`config.mk`:
```
export PLATFORM = sky130hd
export DESIGN_NAME = rfpo_regs
export DESIGN_NICKNAME = d
export VERILOG_FILES = /design/src/logic/rfpo_pkg.sv /design/src/logic/rfpo_regs.sv
export SDC_FILE = /design/constraint.sdc
export NUM_CORES = 1
export LEC_CHECK = 0
export BUFFER_PORTS_ARGS = -buffer_cell sky130_fd_sc_hd__buf_4
export CAP_MARGIN = 20
export CORE_ASPECT_RATIO = 0.8
export CORE_UTILIZATION = 40
export CTS_BUF_LIST = sky130_fd_sc_hd__clkbuf_2
export DETAILED_ROUTE_END_ITERATION = 8
export GPL_ROUTABILITY_DRIVEN = 1
export MAX_ROUTING_LAYER = met4
export PLACE_DENSITY = 0.72
export SKIP_LAST_GASP = 1
export SLEW_MARGIN = 10
export SYNTH_ARGS = -nofsm -noshare
export SYNTH_HDL_FRONTEND = slang
export SYNTH_SLANG_ARGS = --single-unit
```
`constraint.sdc`:
```
create_clock -name clock -period 3.27 [get_ports clock]
set_input_delay 0.1635 -clock clock [delete_from_list [all_inputs] [get_ports clock]]
set_output_delay 0.1635 -clock clock [all_outputs]
set_load 0.05 [all_outputs]
```
`src/logic/rfpo_pkg.sv`:
```
// register map, reset values, bit positions and bus carriers of the rf power override bank
package rfpo_pkg;

    localparam int unsigned NUM_REGS      = 6;
    localparam int unsigned NUM_CIRCUITS  = 12;

    localparam logic [31:0] OFS_PLL_PD    = 32'h0000_0000;
    localparam logic [31:0] OFS_PLL_PU    = 32'h0000_0004;
    localparam logic [31:0] OFS_RX_PD     = 32'h0000_0008;
    localparam logic [31:0] OFS_RX_PU     = 32'h0000_000c;
    localparam logic [31:0] OFS_TX_PD     = 32'h0000_0010;
    localparam logic [31:0] OFS_TX_PU     = 32'h0000_0014;

    localparam logic [2:0]  IDX_PLL_PD    = 3'h0;
    localparam logic [2:0]  IDX_PLL_PU    = 3'h1;
    localparam logic [2:0]  IDX_RX_PD     = 3'h2;
    localparam logic [2:0]  IDX_RX_PU     = 3'h3;
    localparam logic [2:0]  IDX_TX_PD     = 3'h4;
    localparam logic [2:0]  IDX_TX_PU     = 3'h5;

    localparam logic [7:0]  RST_PLL_PD    = 8'he0;
    localparam logic [7:0]  RST_PLL_PU    = 8'hff;
    localparam logic [7:0]  RST_RX_PD     = 8'h00;
    localparam logic [7:0]  RST_RX_PU     = 8'hff;
    localparam logic [7:0]  RST_TX_PD     = 8'hd0;
    localparam logic [7:0]  RST_TX_PU     = 8'hff;
    // outputs start at the decode of the reset pairs: all off, pll held in reset
    localparam logic [11:0] RST_CIRCUIT_EN  = 12'h000;
    localparam logic        RST_SYNTH_RESET = 1'b1;

    // bit positions inside the pll group pair
    localparam int unsigned BIT_SYNTH_RESET   = 4;
    localparam int unsigned BIT_OSC_BUFFER    = 3;
    localparam int unsigned BIT_OSC           = 2;
    localparam int unsigned BIT_FREQ_DIVIDER  = 1;
    localparam int unsigned BIT_CHARGE_PUMP   = 0;
    // bit positions inside the receive pair
    localparam int unsigned BIT_LOW_NOISE_AMP = 7;
    localparam int unsigned BIT_RX_MIXER      = 6;
    localparam int unsigned BIT_BASEBAND_AMP  = 5;
    localparam int unsigned BIT_RX_MIXER_BUF  = 4;
    localparam int unsigned BIT_RX_RESERVED   = 3;
    localparam int unsigned BIT_RX_LOWPASS    = 2;
    localparam int unsigned BIT_GAIN_AMP      = 1;
    localparam int unsigned BIT_RX_CONVERTER  = 0;
    // bit position inside the transmit pair
    localparam int unsigned BIT_TX_UPMIX_BUF  = 5;

    // positions in the circuit enable vector
    localparam int unsigned EN_CHARGE_PUMP    = 0;
    localparam int unsigned EN_FREQ_DIVIDER   = 1;
    localparam int unsigned EN_OSC            = 2;
    localparam int unsigned EN_OSC_BUFFER     = 3;
    localparam int unsigned EN_RX_CONVERTER   = 4;
    localparam int unsigned EN_GAIN_AMP       = 5;
    localparam int unsigned EN_RX_LOWPASS     = 6;
    localparam int unsigned EN_RX_MIXER_BUF   = 7;
    localparam int unsigned EN_BASEBAND_AMP   = 8;
    localparam int unsigned EN_RX_MIXER       = 9;
    localparam int unsigned EN_LOW_NOISE_AMP  = 10;
    localparam int unsigned EN_TX_UPMIX_BUF   = 11;

    localparam logic [1:0]  RESP_OKAY     = 2'h0;
    localparam logic [1:0]  RESP_SLVERR   = 2'h2;

    typedef struct packed {
        logic        awvalid;
        logic [31:0] awaddr;
        logic        wvalid;
        logic [31:0] wdata;
        logic [3:0]  wstrb;
        logic        bready;
        logic        arvalid;
        logic [31:0] araddr;
        logic        rready;
    } rfpo_axi_req_type;

    typedef struct packed {
        logic        awready;
        logic        wready;
        logic        bvalid;
        logic [1:0]  bresp;
        logic        arready;
        logic        rvalid;
        logic [31:0] rdata;
        logic [1:0]  rresp;
    } rfpo_axi_rsp_type;

    // 1/1 follows the sequencer, 0/1 forces off, anything else forces on
    function automatic logic rfpo_pair_enable(input logic pd, input logic pu, input logic modem);
        rfpo_pair_enable = (pd & pu) ? modem : ~(~pd & pu);
    endfunction

endpackage

```
`src/logic/rfpo_regs.sv`:
```
// rf power override register bank with axi4-lite slave and enable decode
// Functional notes
// synth reset follows the sequencer on 1/1, released on select 1 clear 0, held on 0/1.
// oscillator buffer enable follows the sequencer on 1/1, off on 0/1, else on.
// divider enable is off only for power-up 1 power-down 0, sequencer on 1/1, else on.
// charge pump enable uses the same pair decode as every other circuit.
// low noise amp enable follows the sequencer on 1/1, off on 0/1, else on.
// baseband amp enable uses the pair decode and is forced off only for 0/1.
// receive mixer enable follows the sequencer on 1/1, off on 0/1, else on.
// receive mixer buffer enable follows the sequencer on 1/1, off on 0/1, else on.
// gain amp enable is off for 0/1, sequencer on 1/1, else on.
// receive converter enable follows the sequencer on 1/1, off on 0/1, else on.
// transmit up-mixer buffer enable follows the sequencer on 1/1, off on 0/1, else on.
// software keeps the reserved receive power-down bit 3 written as zero.
// reset loads power-down bits 0, power-up and clear bits 1, reserved bits their defaults.
//
// The register addresses and register access over AXI4-Lite were decided locally.
`timescale 1ns/1ps
module rfpo_regs (
    input  wire logic                      clock,
    input  wire logic                      rst_b,
    input  wire rfpo_pkg::rfpo_axi_req_type axiReq,
    output      rfpo_pkg::rfpo_axi_rsp_type axiRsp,
    input  wire logic [11:0]               modemEnable,
    input  wire logic                      modemSynthReset,
    output      logic [11:0]               circuitEnable_ff,
    output      logic                      synthReset_ff
);
    import rfpo_pkg::*;

    logic [7:0]  regs_ff [NUM_REGS];
    logic [7:0]  nxt_regs [NUM_REGS];
    logic        awHeld_ff;
    logic        nxt_awHeld;
    logic [31:0] awAddr_ff;
    logic [31:0] nxt_awAddr;
    logic        wHeld_ff;
    logic        nxt_wHeld;
    logic [7:0]  wData_ff;
    logic [7:0]  nxt_wData;
    logic        wLane_ff;
    logic        nxt_wLane;
    rfpo_axi_rsp_type rsp_ff;
    rfpo_axi_rsp_type nxt_rsp;
    logic        writeFire;
    logic        writeHit;
    logic [2:0]  writeIdx;
    logic        readHit;
    logic [2:0]  readIdx;
    logic [11:0] downVec;
    logic [11:0] upVec;
    logic [11:0] nxt_circuitEnable;
    logic        nxt_synthReset;

    assign axiRsp = rsp_ff;

    // only six aligned words exist; anything else answers slverr
    always_comb begin
        writeIdx = awAddr_ff[4:2];
        writeHit = (awAddr_ff[31:5] == 27'h0) && (awAddr_ff[1:0] == 2'h0)
                   && (writeIdx <= IDX_TX_PU);
        readIdx  = axiReq.araddr[4:2];
        readHit  = (axiReq.araddr[31:5] == 27'h0) && (axiReq.araddr[1:0] == 2'h0)
                   && (readIdx <= IDX_TX_PU);
        writeFire = awHeld_ff && wHeld_ff && !rsp_ff.bvalid;
    end

    always_comb begin
        nxt_awHeld = awHeld_ff;
        nxt_awAddr = awAddr_ff;
        nxt_wHeld  = wHeld_ff;
        nxt_wData  = wData_ff;
        nxt_wLane  = wLane_ff;
        nxt_rsp    = rsp_ff;
        for (int i = 0; i < NUM_REGS; i++) begin
            nxt_regs[i] = regs_ff[i];
        end
        if (rsp_ff.awready && axiReq.awvalid) begin
            nxt_awHeld = 1'b1;
            nxt_awAddr = axiReq.awaddr;
        end
        if (rsp_ff.wready && axiReq.wvalid) begin
            nxt_wHeld = 1'b1;
            nxt_wData = axiReq.wdata[7:0];
            nxt_wLane = axiReq.wstrb[0];
        end
        if (rsp_ff.bvalid && axiReq.bready) begin
            nxt_rsp.bvalid = 1'b0;
        end
        // address and data may land in either order; commit once both are held
        if (writeFire) begin
            nxt_awHeld     = 1'b0;
            nxt_wHeld      = 1'b0;
            nxt_rsp.bvalid = 1'b1;
            nxt_rsp.bresp  = writeHit ? RESP_OKAY : RESP_SLVERR;
            // reserved bits stored as written
            if (writeHit && wLane_ff) begin
                nxt_regs[writeIdx] = wData_ff;
            end
        end
        nxt_rsp.awready = !nxt_awHeld;
        nxt_rsp.wready  = !nxt_wHeld;
        if (rsp_ff.rvalid && axiReq.rready) begin
            nxt_rsp.rvalid = 1'b0;
        end
        if (rsp_ff.arready && axiReq.arvalid) begin
            nxt_rsp.rvalid = 1'b1;
            nxt_rsp.rdata  = readHit ? {24'h0, regs_ff[readIdx]} : 32'h0;
            nxt_rsp.rresp  = readHit ? RESP_OKAY : RESP_SLVERR;
        end
        nxt_rsp.arready = !nxt_rsp.rvalid;
    end

    always_ff @(posedge clock or negedge rst_b) begin
        if (!rst_b) begin
            awHeld_ff <= 1'b0;
            awAddr_ff <= 32'h0;
            wHeld_ff  <= 1'b0;
            wData_ff  <= 8'h0;
            wLane_ff  <= 1'b0;
            rsp_ff    <= '0;
            // power-on values
            regs_ff[IDX_PLL_PD] <= RST_PLL_PD;
            regs_ff[IDX_PLL_PU] <= RST_PLL_PU;
            regs_ff[IDX_RX_PD]  <= RST_RX_PD;
            regs_ff[IDX_RX_PU]  <= RST_RX_PU;
            regs_ff[IDX_TX_PD]  <= RST_TX_PD;
            regs_ff[IDX_TX_PU]  <= RST_TX_PU;
        end else begin
            awHeld_ff <= nxt_awHeld;
            awAddr_ff <= nxt_awAddr;
            wHeld_ff  <= nxt_wHeld;
            wData_ff  <= nxt_wData;
            wLane_ff  <= nxt_wLane;
            rsp_ff    <= nxt_rsp;
            for (int i = 0; i < NUM_REGS; i++) begin
                regs_ff[i] <= nxt_regs[i];
            end
        end
    end

    // gather the pairs into one vector so a single decode serves all circuits
    always_comb begin
        downVec = {regs_ff[IDX_TX_PD][BIT_TX_UPMIX_BUF],
                   regs_ff[IDX_RX_PD][BIT_LOW_NOISE_AMP],
                   regs_ff[IDX_RX_PD][BIT_RX_MIXER],
                   regs_ff[IDX_RX_PD][BIT_BASEBAND_AMP],
                   regs_ff[IDX_RX_PD][BIT_RX_MIXER_BUF],
                   regs_ff[IDX_RX_PD][BIT_RX_LOWPASS],
                   regs_ff[IDX_RX_PD][BIT_GAIN_AMP],
                   regs_ff[IDX_RX_PD][BIT_RX_CONVERTER],
                   regs_ff[IDX_PLL_PD][BIT_OSC_BUFFER],
                   regs_ff[IDX_PLL_PD][BIT_OSC],
                   regs_ff[IDX_PLL_PD][BIT_FREQ_DIVIDER],
                   regs_ff[IDX_PLL_PD][BIT_CHARGE_PUMP]};
        upVec   = {regs_ff[IDX_TX_PU][BIT_TX_UPMIX_BUF],
                   regs_ff[IDX_RX_PU][BIT_LOW_NOISE_AMP],
                   regs_ff[IDX_RX_PU][BIT_RX_MIXER],
                   regs_ff[IDX_RX_PU][BIT_BASEBAND_AMP],
                   regs_ff[IDX_RX_PU][BIT_RX_MIXER_BUF],
                   regs_ff[IDX_RX_PU][BIT_RX_LOWPASS],
                   regs_ff[IDX_RX_PU][BIT_GAIN_AMP],
                   regs_ff[IDX_RX_PU][BIT_RX_CONVERTER],
                   regs_ff[IDX_PLL_PU][BIT_OSC_BUFFER],
                   regs_ff[IDX_PLL_PU][BIT_OSC],
                   regs_ff[IDX_PLL_PU][BIT_FREQ_DIVIDER],
                   regs_ff[IDX_PLL_PU][BIT_CHARGE_PUMP]};
    end

    // shared pair decode
    for (genvar g = 0; g < NUM_CIRCUITS; g++) begin : gDecode
        always_comb begin
            nxt_circuitEnable[g] = rfpo_pair_enable(downVec[g], upVec[g], modemEnable[g]);
        end
    end

    // synth reset decode; 0/0 treated as released
    always_comb begin
        case ({regs_ff[IDX_PLL_PD][BIT_SYNTH_RESET], regs_ff[IDX_PLL_PU][BIT_SYNTH_RESET]})
            2'h3:    nxt_synthReset = modemSynthReset;
            2'h1:    nxt_synthReset = 1'b1;
            default: nxt_synthReset = 1'b0;
        endcase
    end

    // registered so the analog enables never glitch while the bus writes
    always_ff @(posedge clock or negedge rst_b) begin
        if (!rst_b) begin
            // same as the reset pairs decode, so no power-on glitch at release
            circuitEnable_ff <= RST_CIRCUIT_EN;
            synthReset_ff    <= RST_SYNTH_RESET;
        end else begin
            circuitEnable_ff <= nxt_circuitEnable;
            synthReset_ff    <= nxt_synthReset;
        end
    end

    logic seenEdge_ff;
    always_ff @(posedge clock or negedge rst_b) begin
        if (!rst_b) begin
            seenEdge_ff <= 1'b0;
        end else begin
            seenEdge_ff <= 1'b1;
        end
    end
endmodule

```
* Word level (Yosys, flattened, before mapping)
Index checks and enable logic that the tools add are counted.
** Cells by class
- Order comparisons :: 5
- Equal/unequal tests :: 2
- Multiplexer cells :: 30
- Bitwise operators :: 50
- Reductions and logical operators :: 23
** Operators with widths (count)
- $logic_not 27->1 :: 2
- $bwmux 48 :: 1
- $mux 35 :: 1
- $mux 8 :: 4
- $and 1x1->1 :: 24
- $bmux 8 s3 :: 1
- $demux 8 s3 :: 1
- $not 1->1 :: 24
- $mux 1 :: 18
- $logic_and 1x1->1 :: 13
- $ge 4x4->1 const B :: 2
- $not 3->4 :: 2
- $le 3x3->1 const B :: 2
- $logic_not 1->1 :: 4
- $logic_not 2->1 :: 2
- $lt 4x1->1 const B :: 1
- $mux 2 :: 2
- $mux 3 :: 1
- $eq 2x1->1 const B :: 1
- $eq 2x2->1 const B :: 1
- $pmux 1 s2 :: 1
- $reduce_and 2->1 :: 1
- $reduce_bool 2->1 :: 1
** Storage, ports and cells
- Flip-flop bits (word level) :: 145
- Input port bits :: 120

* Logic depth before layout (Yosys ltp)
Gate-level depths: netlist (run 1).
- Depth after elaboration :: 7
- Mapped depth :: 5
- Depth with buffers taken out :: 4

* Worst setup path after synthesis (run 1)
OpenSTA, ideal clock, no wires.
- Path type :: reg2reg
- From :: reg awAddr_ff[17]
- To :: reg regs_ff, in the netlist downVec[10]
- Data arrival time :: 1.952 ns
- Data required time :: 3.145 ns
- Setup slack :: 1.193 ns
- Cell stages (with the launch flop) :: 5
- Period minus slack after synthesis :: 2.077 ns
- Path through :: dfrtp_1 > nor4_4 > nand4_4 > nor4_4 > mux2_4
** Between the ends
- Longest elaborated chain between the ends :: 5
** Ends and longest elaborated chain
- from (decl) :: RTL line rfpo_regs.sv:35 : logic [31:0] awAddr_ff;
- from (signal assigned) :: RTL line rfpo_regs.sv:131 : awAddr_ff <= nxt_awAddr;
- $logic_not 27->1 :: RTL line rfpo_regs.sv:60 : writeHit = (awAddr_ff[31:5] == 27'h0) && (awAddr_ff[1:0] == 2'h0)
- $logic_and 1x1->1 :: RTL line rfpo_regs.sv:60
- $logic_and 1x1->1 :: RTL line rfpo_regs.sv:61 : && (writeIdx <= IDX_TX_PU);
- $logic_and 1x1->1 :: RTL line rfpo_regs.sv:97 : if (writeHit && wLane_ff) begin
- $reduce_and 2->1 (no source line)
- to (signal, indexed assignment) :: RTL line rfpo_regs.sv:137 : regs_ff[i] <= nxt_regs[i];
- to (decl) :: RTL line rfpo_regs.sv:31 : logic [7:0] regs_ff [NUM_REGS];
Every way passes these cells.
A chain may end at the register's enable or synchronous reset.

* Worst setup path after layout (run 1)
- From :: reg rsp_ff, in the netlist axiRsp[38]
- To :: reg regs_ff[10] (netlist name)
** Between the ends
- Longest elaborated chain between the ends :: 3
** Ends and longest elaborated chain
- from (decl) :: RTL line rfpo_regs.sv:43 : rfpo_axi_rsp_type rsp_ff;
- from (signal assigned) :: RTL line rfpo_regs.sv:135 : rsp_ff <= nxt_rsp;
- $logic_not 1->1 :: RTL line rfpo_regs.sv:65 : writeFire = awHeld_ff && wHeld_ff && !rsp_ff.bvalid;
- $logic_and 1x1->1 :: RTL line rfpo_regs.sv:65
- $reduce_and 2->1 (no source line)
Every way passes these cells.

==> flow_metrics.env, run 1 <==
export IMPL_netlist_area_um2=5300
export IMPL_fin_crit_sh=0.747
export IMPL_synth_seq_cells=119
export IMPL_core_area_um2=12900
export IMPL_rr_worst_depth=4
export IMPL_grt_usage=0.190
export IMPL_yosysWarnings=0
export IMPL_wl_um=11500
export IMPL_critPathLaunchType="register"
export IMPL_syn_area_per_cell_um2=14.4
export IMPL_yosysSeqAreaShare=0.570
export IMPL_firstDrtPassIters=4
export IMPL_viasPerCell=4.77
export IMPL_cts_sinks=119
export IMPL_synth_compound_area_frac=0.0305
export IMPL_layout_min_cycle_time_ns=2.44
export IMPL_ant_nets=0
export IMPL_drc=0
export IMPL_tightest_slew_ns=0.945
export IMPL_clk_pin_slew_ns=0.19
export IMPL_fin_setup_tns_ns=0
export IMPL_crit_start="axiRsp[38]"
export IMPL_r2r_start="axiRsp[38]"
export IMPL_switchingPower_w=0.00135
export IMPL_grt_max_degree=77
export IMPL_postCtsSetupRepairBufs=0
export IMPL_routedWlPerCell_um=15.5
export IMPL_cts_tree="built"
export IMPL_synth_xor_area_share=0
export IMPL_overflow=0
export IMPL_fin_skew_ns=0.0344
export IMPL_setup_slack_ns=0.826
export IMPL_final_util=0.564
export IMPL_swShare=0.301
export IMPL_layout_drive_gt1_share=0.533
export IMPL_htreeDepth=4
export IMPL_pre_cts_ws_ns=0.851
export IMPL_pwr_share_seq=0.462
export IMPL_synth_top_family_by_area="multiplexers"
export IMPL_antenna_found_initial=1
export IMPL_final_common_cell="buf_4"
export IMPL_port_buffers=120
export IMPL_gp_congestion=0.703
export IMPL_io_pins=174
export IMPL_instances_no_fill=744
export IMPL_die_x_um=131
export IMPL_power_density_nw_per_um2=616
export IMPL_crit_type="reg -> reg"
export IMPL_crit_path_max_fanout=11
export IMPL_setup_viol=0
export IMPL_clockPowerShare=0.322
export IMPL_cts_root_buffer="clkbuf_2"
export IMPL_relSlewSlack=0.370
export IMPL_critical_path_arrival_ns=2.99
export IMPL_vias=3548
export IMPL_start_util=0.412
export IMPL_cp_required_ns=3.82
export IMPL_hold_viol=0
export IMPL_worstSetupEndpoint="regs_ff[10]"
export IMPL_ir_drop_v=0.000448
export IMPL_final_nets=675
export IMPL_area_growth_synth_to_final_pct=37.2
export IMPL_fillers=1092
export IMPL_hpwl_um=7550
export IMPL_syn_inst=368
export IMPL_worstReg2RegEnd="regs_ff[10]"
export IMPL_p_leak_nw=3.24
export IMPL_dpl_cell_count=654
export IMPL_synthAdderAreaFrac=0
export IMPL_fp_dieArea_um2=13700
export IMPL_clk_latency_ns=0.67
export IMPL_layout_common_cells="122 x buf_4, 88 x dfrtp_1, 87 x mux2_2"
export IMPL_synthSimpleGateAreaFrac=0.101
export IMPL_rows=37
export IMPL_r2r_slack_ns=0.83
export IMPL_p_comb_frac=0.216
export IMPL_drv_slew=0
export IMPL_drv_cap=0
export IMPL_drtIter0Drc=125
export IMPL_clockBufferDepth=2
export IMPL_synth_distinct_cells=31
export IMPL_hold_ws_ns=0.0548
export IMPL_rsz0062_at_grt="false"
export IMPL_grt_first_pass_wirelength_um=18900
export IMPL_grt_pass1_vias=3686
export IMPL_cts_inserted_buffers=17
export IMPL_synth_area_mux_share=0.246
export IMPL_min_path_type="in -> reg"
export IMPL_chipHeight_um=105
export IMPL_max_freq_ghz=0.409
export IMPL_critPathCaptureType="register"
export IMPL_run_status="finished, final reports clean"
export IMPL_p_int_w=0.00313
-- worst min-delay path by stage --
stage               startpoint            end  cells after the start  slack (ns)
floorplan                rst_b   awAddr_ff[0]                      0       -0.13
global placement         rst_b   awAddr_ff[5]                      1        0.35
detailed placement       rst_b  awAddr_ff[25]                      1        0.37
CTS                 axiReq[33]      axiRsp[9]                      4        0.03
global route        axiReq[33]      axiRsp[8]                      4        0.04
finish              axiReq[33]      axiRsp[9]                      4        0.05
-- flip-flops by register name, summed over array words and instances (netlist names) --
register          flops
regs_ff              36
axiRsp               15
awAddr_ff            32
awHeld_ff             1
synthReset_ff         1
wData_ff              8
circuitEnable_ff     12
wHeld_ff              1
downVec              12
wLane_ff              1
-- layer usage --
metal | part of all wire | wire length (um) | vias up | track usage
li1 | - | - | 1643 | -
met4 | 0.014 | 163 | 0 | 0.0640
met3 | 0.039 | 452 | 16 | 0.0420
met2 | 0.51 | 5830 | 82 | 0.295
met5 | 0 | 0 | - | -
met1 | 0.44 | 5090 | 1807 | 0.245
-- final cells by class --
class	count	area, um^2	area share
Clock inverter	14	302	0.0415
Tap cell	175	219	0.0301
Antenna cell	1	2.50	0.000344
Clock buffer	18	90.1	0.0124
Timing Repair Buffer	180	1510	0.207
Multi-Input combinational cell	229	2100	0.289
Sequential cell	119	3020	0.415
Inverter	8	30.0	0.00413
-- power by group through the flow --
stage / clock (W) / sequential, W / combinational (W)
floorplan: 0 / 0.00212 / 0.000613
global placement: 0 / 0.00207 / 0.000885
detailed placement: 0 / 0.00209 / 0.000921
CTS: 0.00148 / 0.00206 / 0.000978
global route: 0.00155 / 0.00212 / 0.00104
finish: 0.00144 / 0.00207 / 0.000966
-- cell usage after synthesis --
cell	number	area, um^2
a211o_1	1	8.76
a211oi_2	1	12.5
a21boi_0	2	15.0
a22oi_1	8	60.1
and2_1	2	12.5
buf_2	1	5.00
buf_4	26	195
buf_6	1	11.3
clkbuf_1	9	33.8
clkinv_1	1	3.75
conb_1	1	3.75
dfrtp_1	88	2200
dfstp_2	31	815
inv_1	7	26.3
mux2_1	2	22.5
mux2_2	87	980
mux2_4	8	120
mux4_2	8	180
nand2_1	36	135
nand3_1	5	25.0
nand3b_1	1	7.51
nand4_1	1	6.26
nand4_4	2	42.5
nor2_1	3	11.3
nor2b_1	2	12.5
nor3_1	2	10.0
nor4_1	6	37.5
nor4_2	3	37.5
nor4_4	9	191
o21ai_0	13	65.1
or4_1	1	7.51
-- repair_timing --
item / CTS / global route
hold buffers: 57 / 0
endpoints found under the hold margin: 118 / 0
gates resized for setup: 0 / 0
-- logic make-up (layout without fill, tap and decap cells) --
logic type / Yosys count / count (layout)
buffers and inverters: 45 / 220
other: 1 / 27
multiplexers: 105 / 105
flip-flops: 119 / 119
AO/OA/AOI/OAI: 25 / 25
AND/OR/NAND/NOR: 73 / 73
-- metrics by stage --
step	area, um^2	power, W
floorplan	5390	0.00273
global placement	6300	0.00296
detailed placement	6300	0.00301
CTS	7260	0.00452
global route	7260	0.00471
finish	7260	0.00448
-- critical path, cell delays in order, from the launching register on --
cell and delay (ns):
dfrtp_1 0.42, inv_1 0.07, nand3_1 0.52, nor4_4 0.93, mux2_2 0.41
Power figures use the tool's default switching activity.
==> run 2: changes to the inputs <==
==> constraint.sdc (replaced) <==
create_clock -name clock -period 2.55 [get_ports clock]
set_input_delay 0.1275 -clock clock [delete_from_list [all_inputs] [get_ports clock]]
set_output_delay 0.1275 -clock clock [all_outputs]
set_load 0.05 [all_outputs]
==> flow_metrics.env, run 2 (synthesis gave the netlist of run 1 again) <==
export IMPL_relSlewSlack=0.495
export IMPL_pwr_share_seq=0.507
export IMPL_viasPerCell=4.67
export IMPL_fin_area_um2=7210
export IMPL_vias=3510
export IMPL_largest_register_ffs=36
export IMPL_clk_pin_slew_ns=0.19
export IMPL_io_pins=174
export IMPL_drtIter0Drc=178
export IMPL_crit_type="reg -> reg"
export IMPL_final_nets=684
export IMPL_start_util=0.412
export IMPL_wl_um=11600
export IMPL_cts_inserted_buffers=17
export IMPL_setup_viol=0
export IMPL_area_growth_synth_to_final_pct=36.1
export IMPL_chipHeight_um=105
export IMPL_cts_tree="built"
export IMPL_tightest_slew_ns=0.755
export IMPL_final_common_cell="buf_4"
export IMPL_cp_slowest_cell="nor4_2"
export IMPL_firstDrtPassIters=4
export IMPL_place_area_um2=6350
export IMPL_hold_viol=0
export IMPL_clockPowerShare=0.253
export IMPL_port_buffers=120
export IMPL_core_area_um2=12900
export IMPL_grt_first_pass_wirelength_um=19100
export IMPL_fin_setup_tns_ns=0
export IMPL_fin_crit_sh=0.839
export IMPL_die_x_um=131
export IMPL_hpwl_um=7620
export IMPL_drv_cap=0
export IMPL_drc=0
export IMPL_clockBufferDepth=2
export IMPL_antenna_found_initial=0
export IMPL_r2r_slack_ns=0.41
export IMPL_p_int_w=0.00354
export IMPL_setup_slack_ns=0.409
export IMPL_grt_usage=0.191
export IMPL_switchingPower_w=0.00170
export IMPL_max_stage_delay_ns=0.43
export IMPL_max_freq_ghz=0.467
export IMPL_crit_path_max_fanout=8
export IMPL_ir_drop_v=0.000806
export IMPL_gp_congestion=0.709
export IMPL_cts_sinks=119
export IMPL_drv_slew=0
export IMPL_fin_skew_ns=0.0403
export IMPL_routedWlPerCell_um=15.4
export IMPL_cts_root_buffer="clkbuf_2"
export IMPL_ant_nets=0
export IMPL_htreeDepth=4
export IMPL_overflow=0
export IMPL_p_leak_nw=3.23
export IMPL_top_register="regs_ff"
export IMPL_run_status="finished, final reports clean"
export IMPL_min_path_type="in -> reg"
export IMPL_fp_dieArea_um2=13700
export IMPL_postCtsSetupRepairBufs=0
export IMPL_cp_required_ns=3.07
export IMPL_critPathLaunchType="register"
export IMPL_n_antenna_cell=0
export IMPL_swShare=0.325
export IMPL_critPathCaptureType="register"
export IMPL_grt_pass1_vias=3733
export IMPL_path_cells="nor4_2, nand4_4, nor4_4, buf_4, mux2_4"
export IMPL_layout_common_cells="129 x buf_4, 88 x dfrtp_1, 87 x mux2_2"
export IMPL_p_comb_frac=0.241
export IMPL_rows=37
export IMPL_pre_cts_ws_ns=0.413
export IMPL_clk_latency_ns=0.65
export IMPL_layout_min_cycle_time_ns=2.14
export IMPL_critical_path_arrival_ns=2.66
export IMPL_power_density_nw_per_um2=728
export IMPL_layout_drive_gt1_share=0.536
export IMPL_final_util=0.560
export IMPL_grt_max_degree=46
export IMPL_rsz0062_at_grt="false"
run 2: cell types whose count changed in the layout (fill, tap and decap cells not counted):
cell / delta
buf_4: +7
bufinv_16: -5
clkbuf_2: +3
clkinv_1: +1
clkinv_2: +2
clkinvlp_4: -1
diode_2: -1
dlygate4sd3_1: +2
run 2: worst max-delay path, delay by kind of cell (launching register included):
kind | cells | cell delay (ns)
buffers and inverters | 1 | 0.27
flip-flops | 1 | 0.41
multiplexers | 1 | 0.32
AND/OR/NAND/NOR | 3 | 1.03
run 2: routing by layer:
| layer | GRT usage | routed length (um) | share of wire | up-vias |
|---|---|---|---|---|
| met5 | - | 0 | 0 | - |
| met4 | 0.0558 | 130 | 0.011 | 0 |
| met3 | 0.0420 | 406 | 0.035 | 12 |
| met2 | 0.293 | 5790 | 0.50 | 76 |
| met1 | 0.255 | 5260 | 0.45 | 1755 |
| li1 | - | - | - | 1667 |
run 2: final timing paths:
kind	from	end	depth (start not counted)
worst max register to register	awAddr_ff[23]	downVec[6]	5
max in group asynchronous	rst_b	awAddr_ff[13]	4
min in group asynchronous	rst_b	awAddr_ff[25]	3
worst min register to register	regs_ff[21]	circuitEnable_ff[8]	1
worst max-delay path	awAddr_ff[23]	downVec[6]	5
worst min-delay path	axiReq[33]	axiRsp[8]	4
run 2: repair_timing:
| action | CTS | global route |
|---|---|---|
| hold buffers | 59 | 0 |
| hold endpoints to repair | 131 | 0 |
| resized for setup | 0 | 0 |
run 2: final cells by class:
| class | count | area (um^2) |
|---|---|---|
| sequential | 119 | 3020 |
| fill | 1096 | 5660 |
| inverter | 8 | 30.0 |
| multi-input combinational | 229 | 2100 |
| timing repair buffer | 189 | 1580 |
| clock buffer | 21 | 105 |
| clock inverter | 11 | 158 |
| tap | 175 | 219 |
run 2: metrics by stage:
step	power (W)	hold WS [ns]	cells
finish	0.00524	0.0455	752
detailed placement	0.00389	0.195	661
floorplan	0.00350	-0.168	393
global route	0.00553	0.0490	752
global placement	0.00381	0.175	661
CTS	0.00530	0.0165	752
run 2: power by group through the flow:
stage / clock network [W] / registers [W] / logic (W)
2_1_floorplan: 0 / 0.00272 / 0.000786
3_3_place_gp: 0 / 0.00266 / 0.00115
3_5_place_dp: 0 / 0.00269 / 0.00119
6_report: 0.00132 / 0.00266 / 0.00126
4_1_cts: 0.00137 / 0.00266 / 0.00127
5_1_grt: 0.00145 / 0.00273 / 0.00136
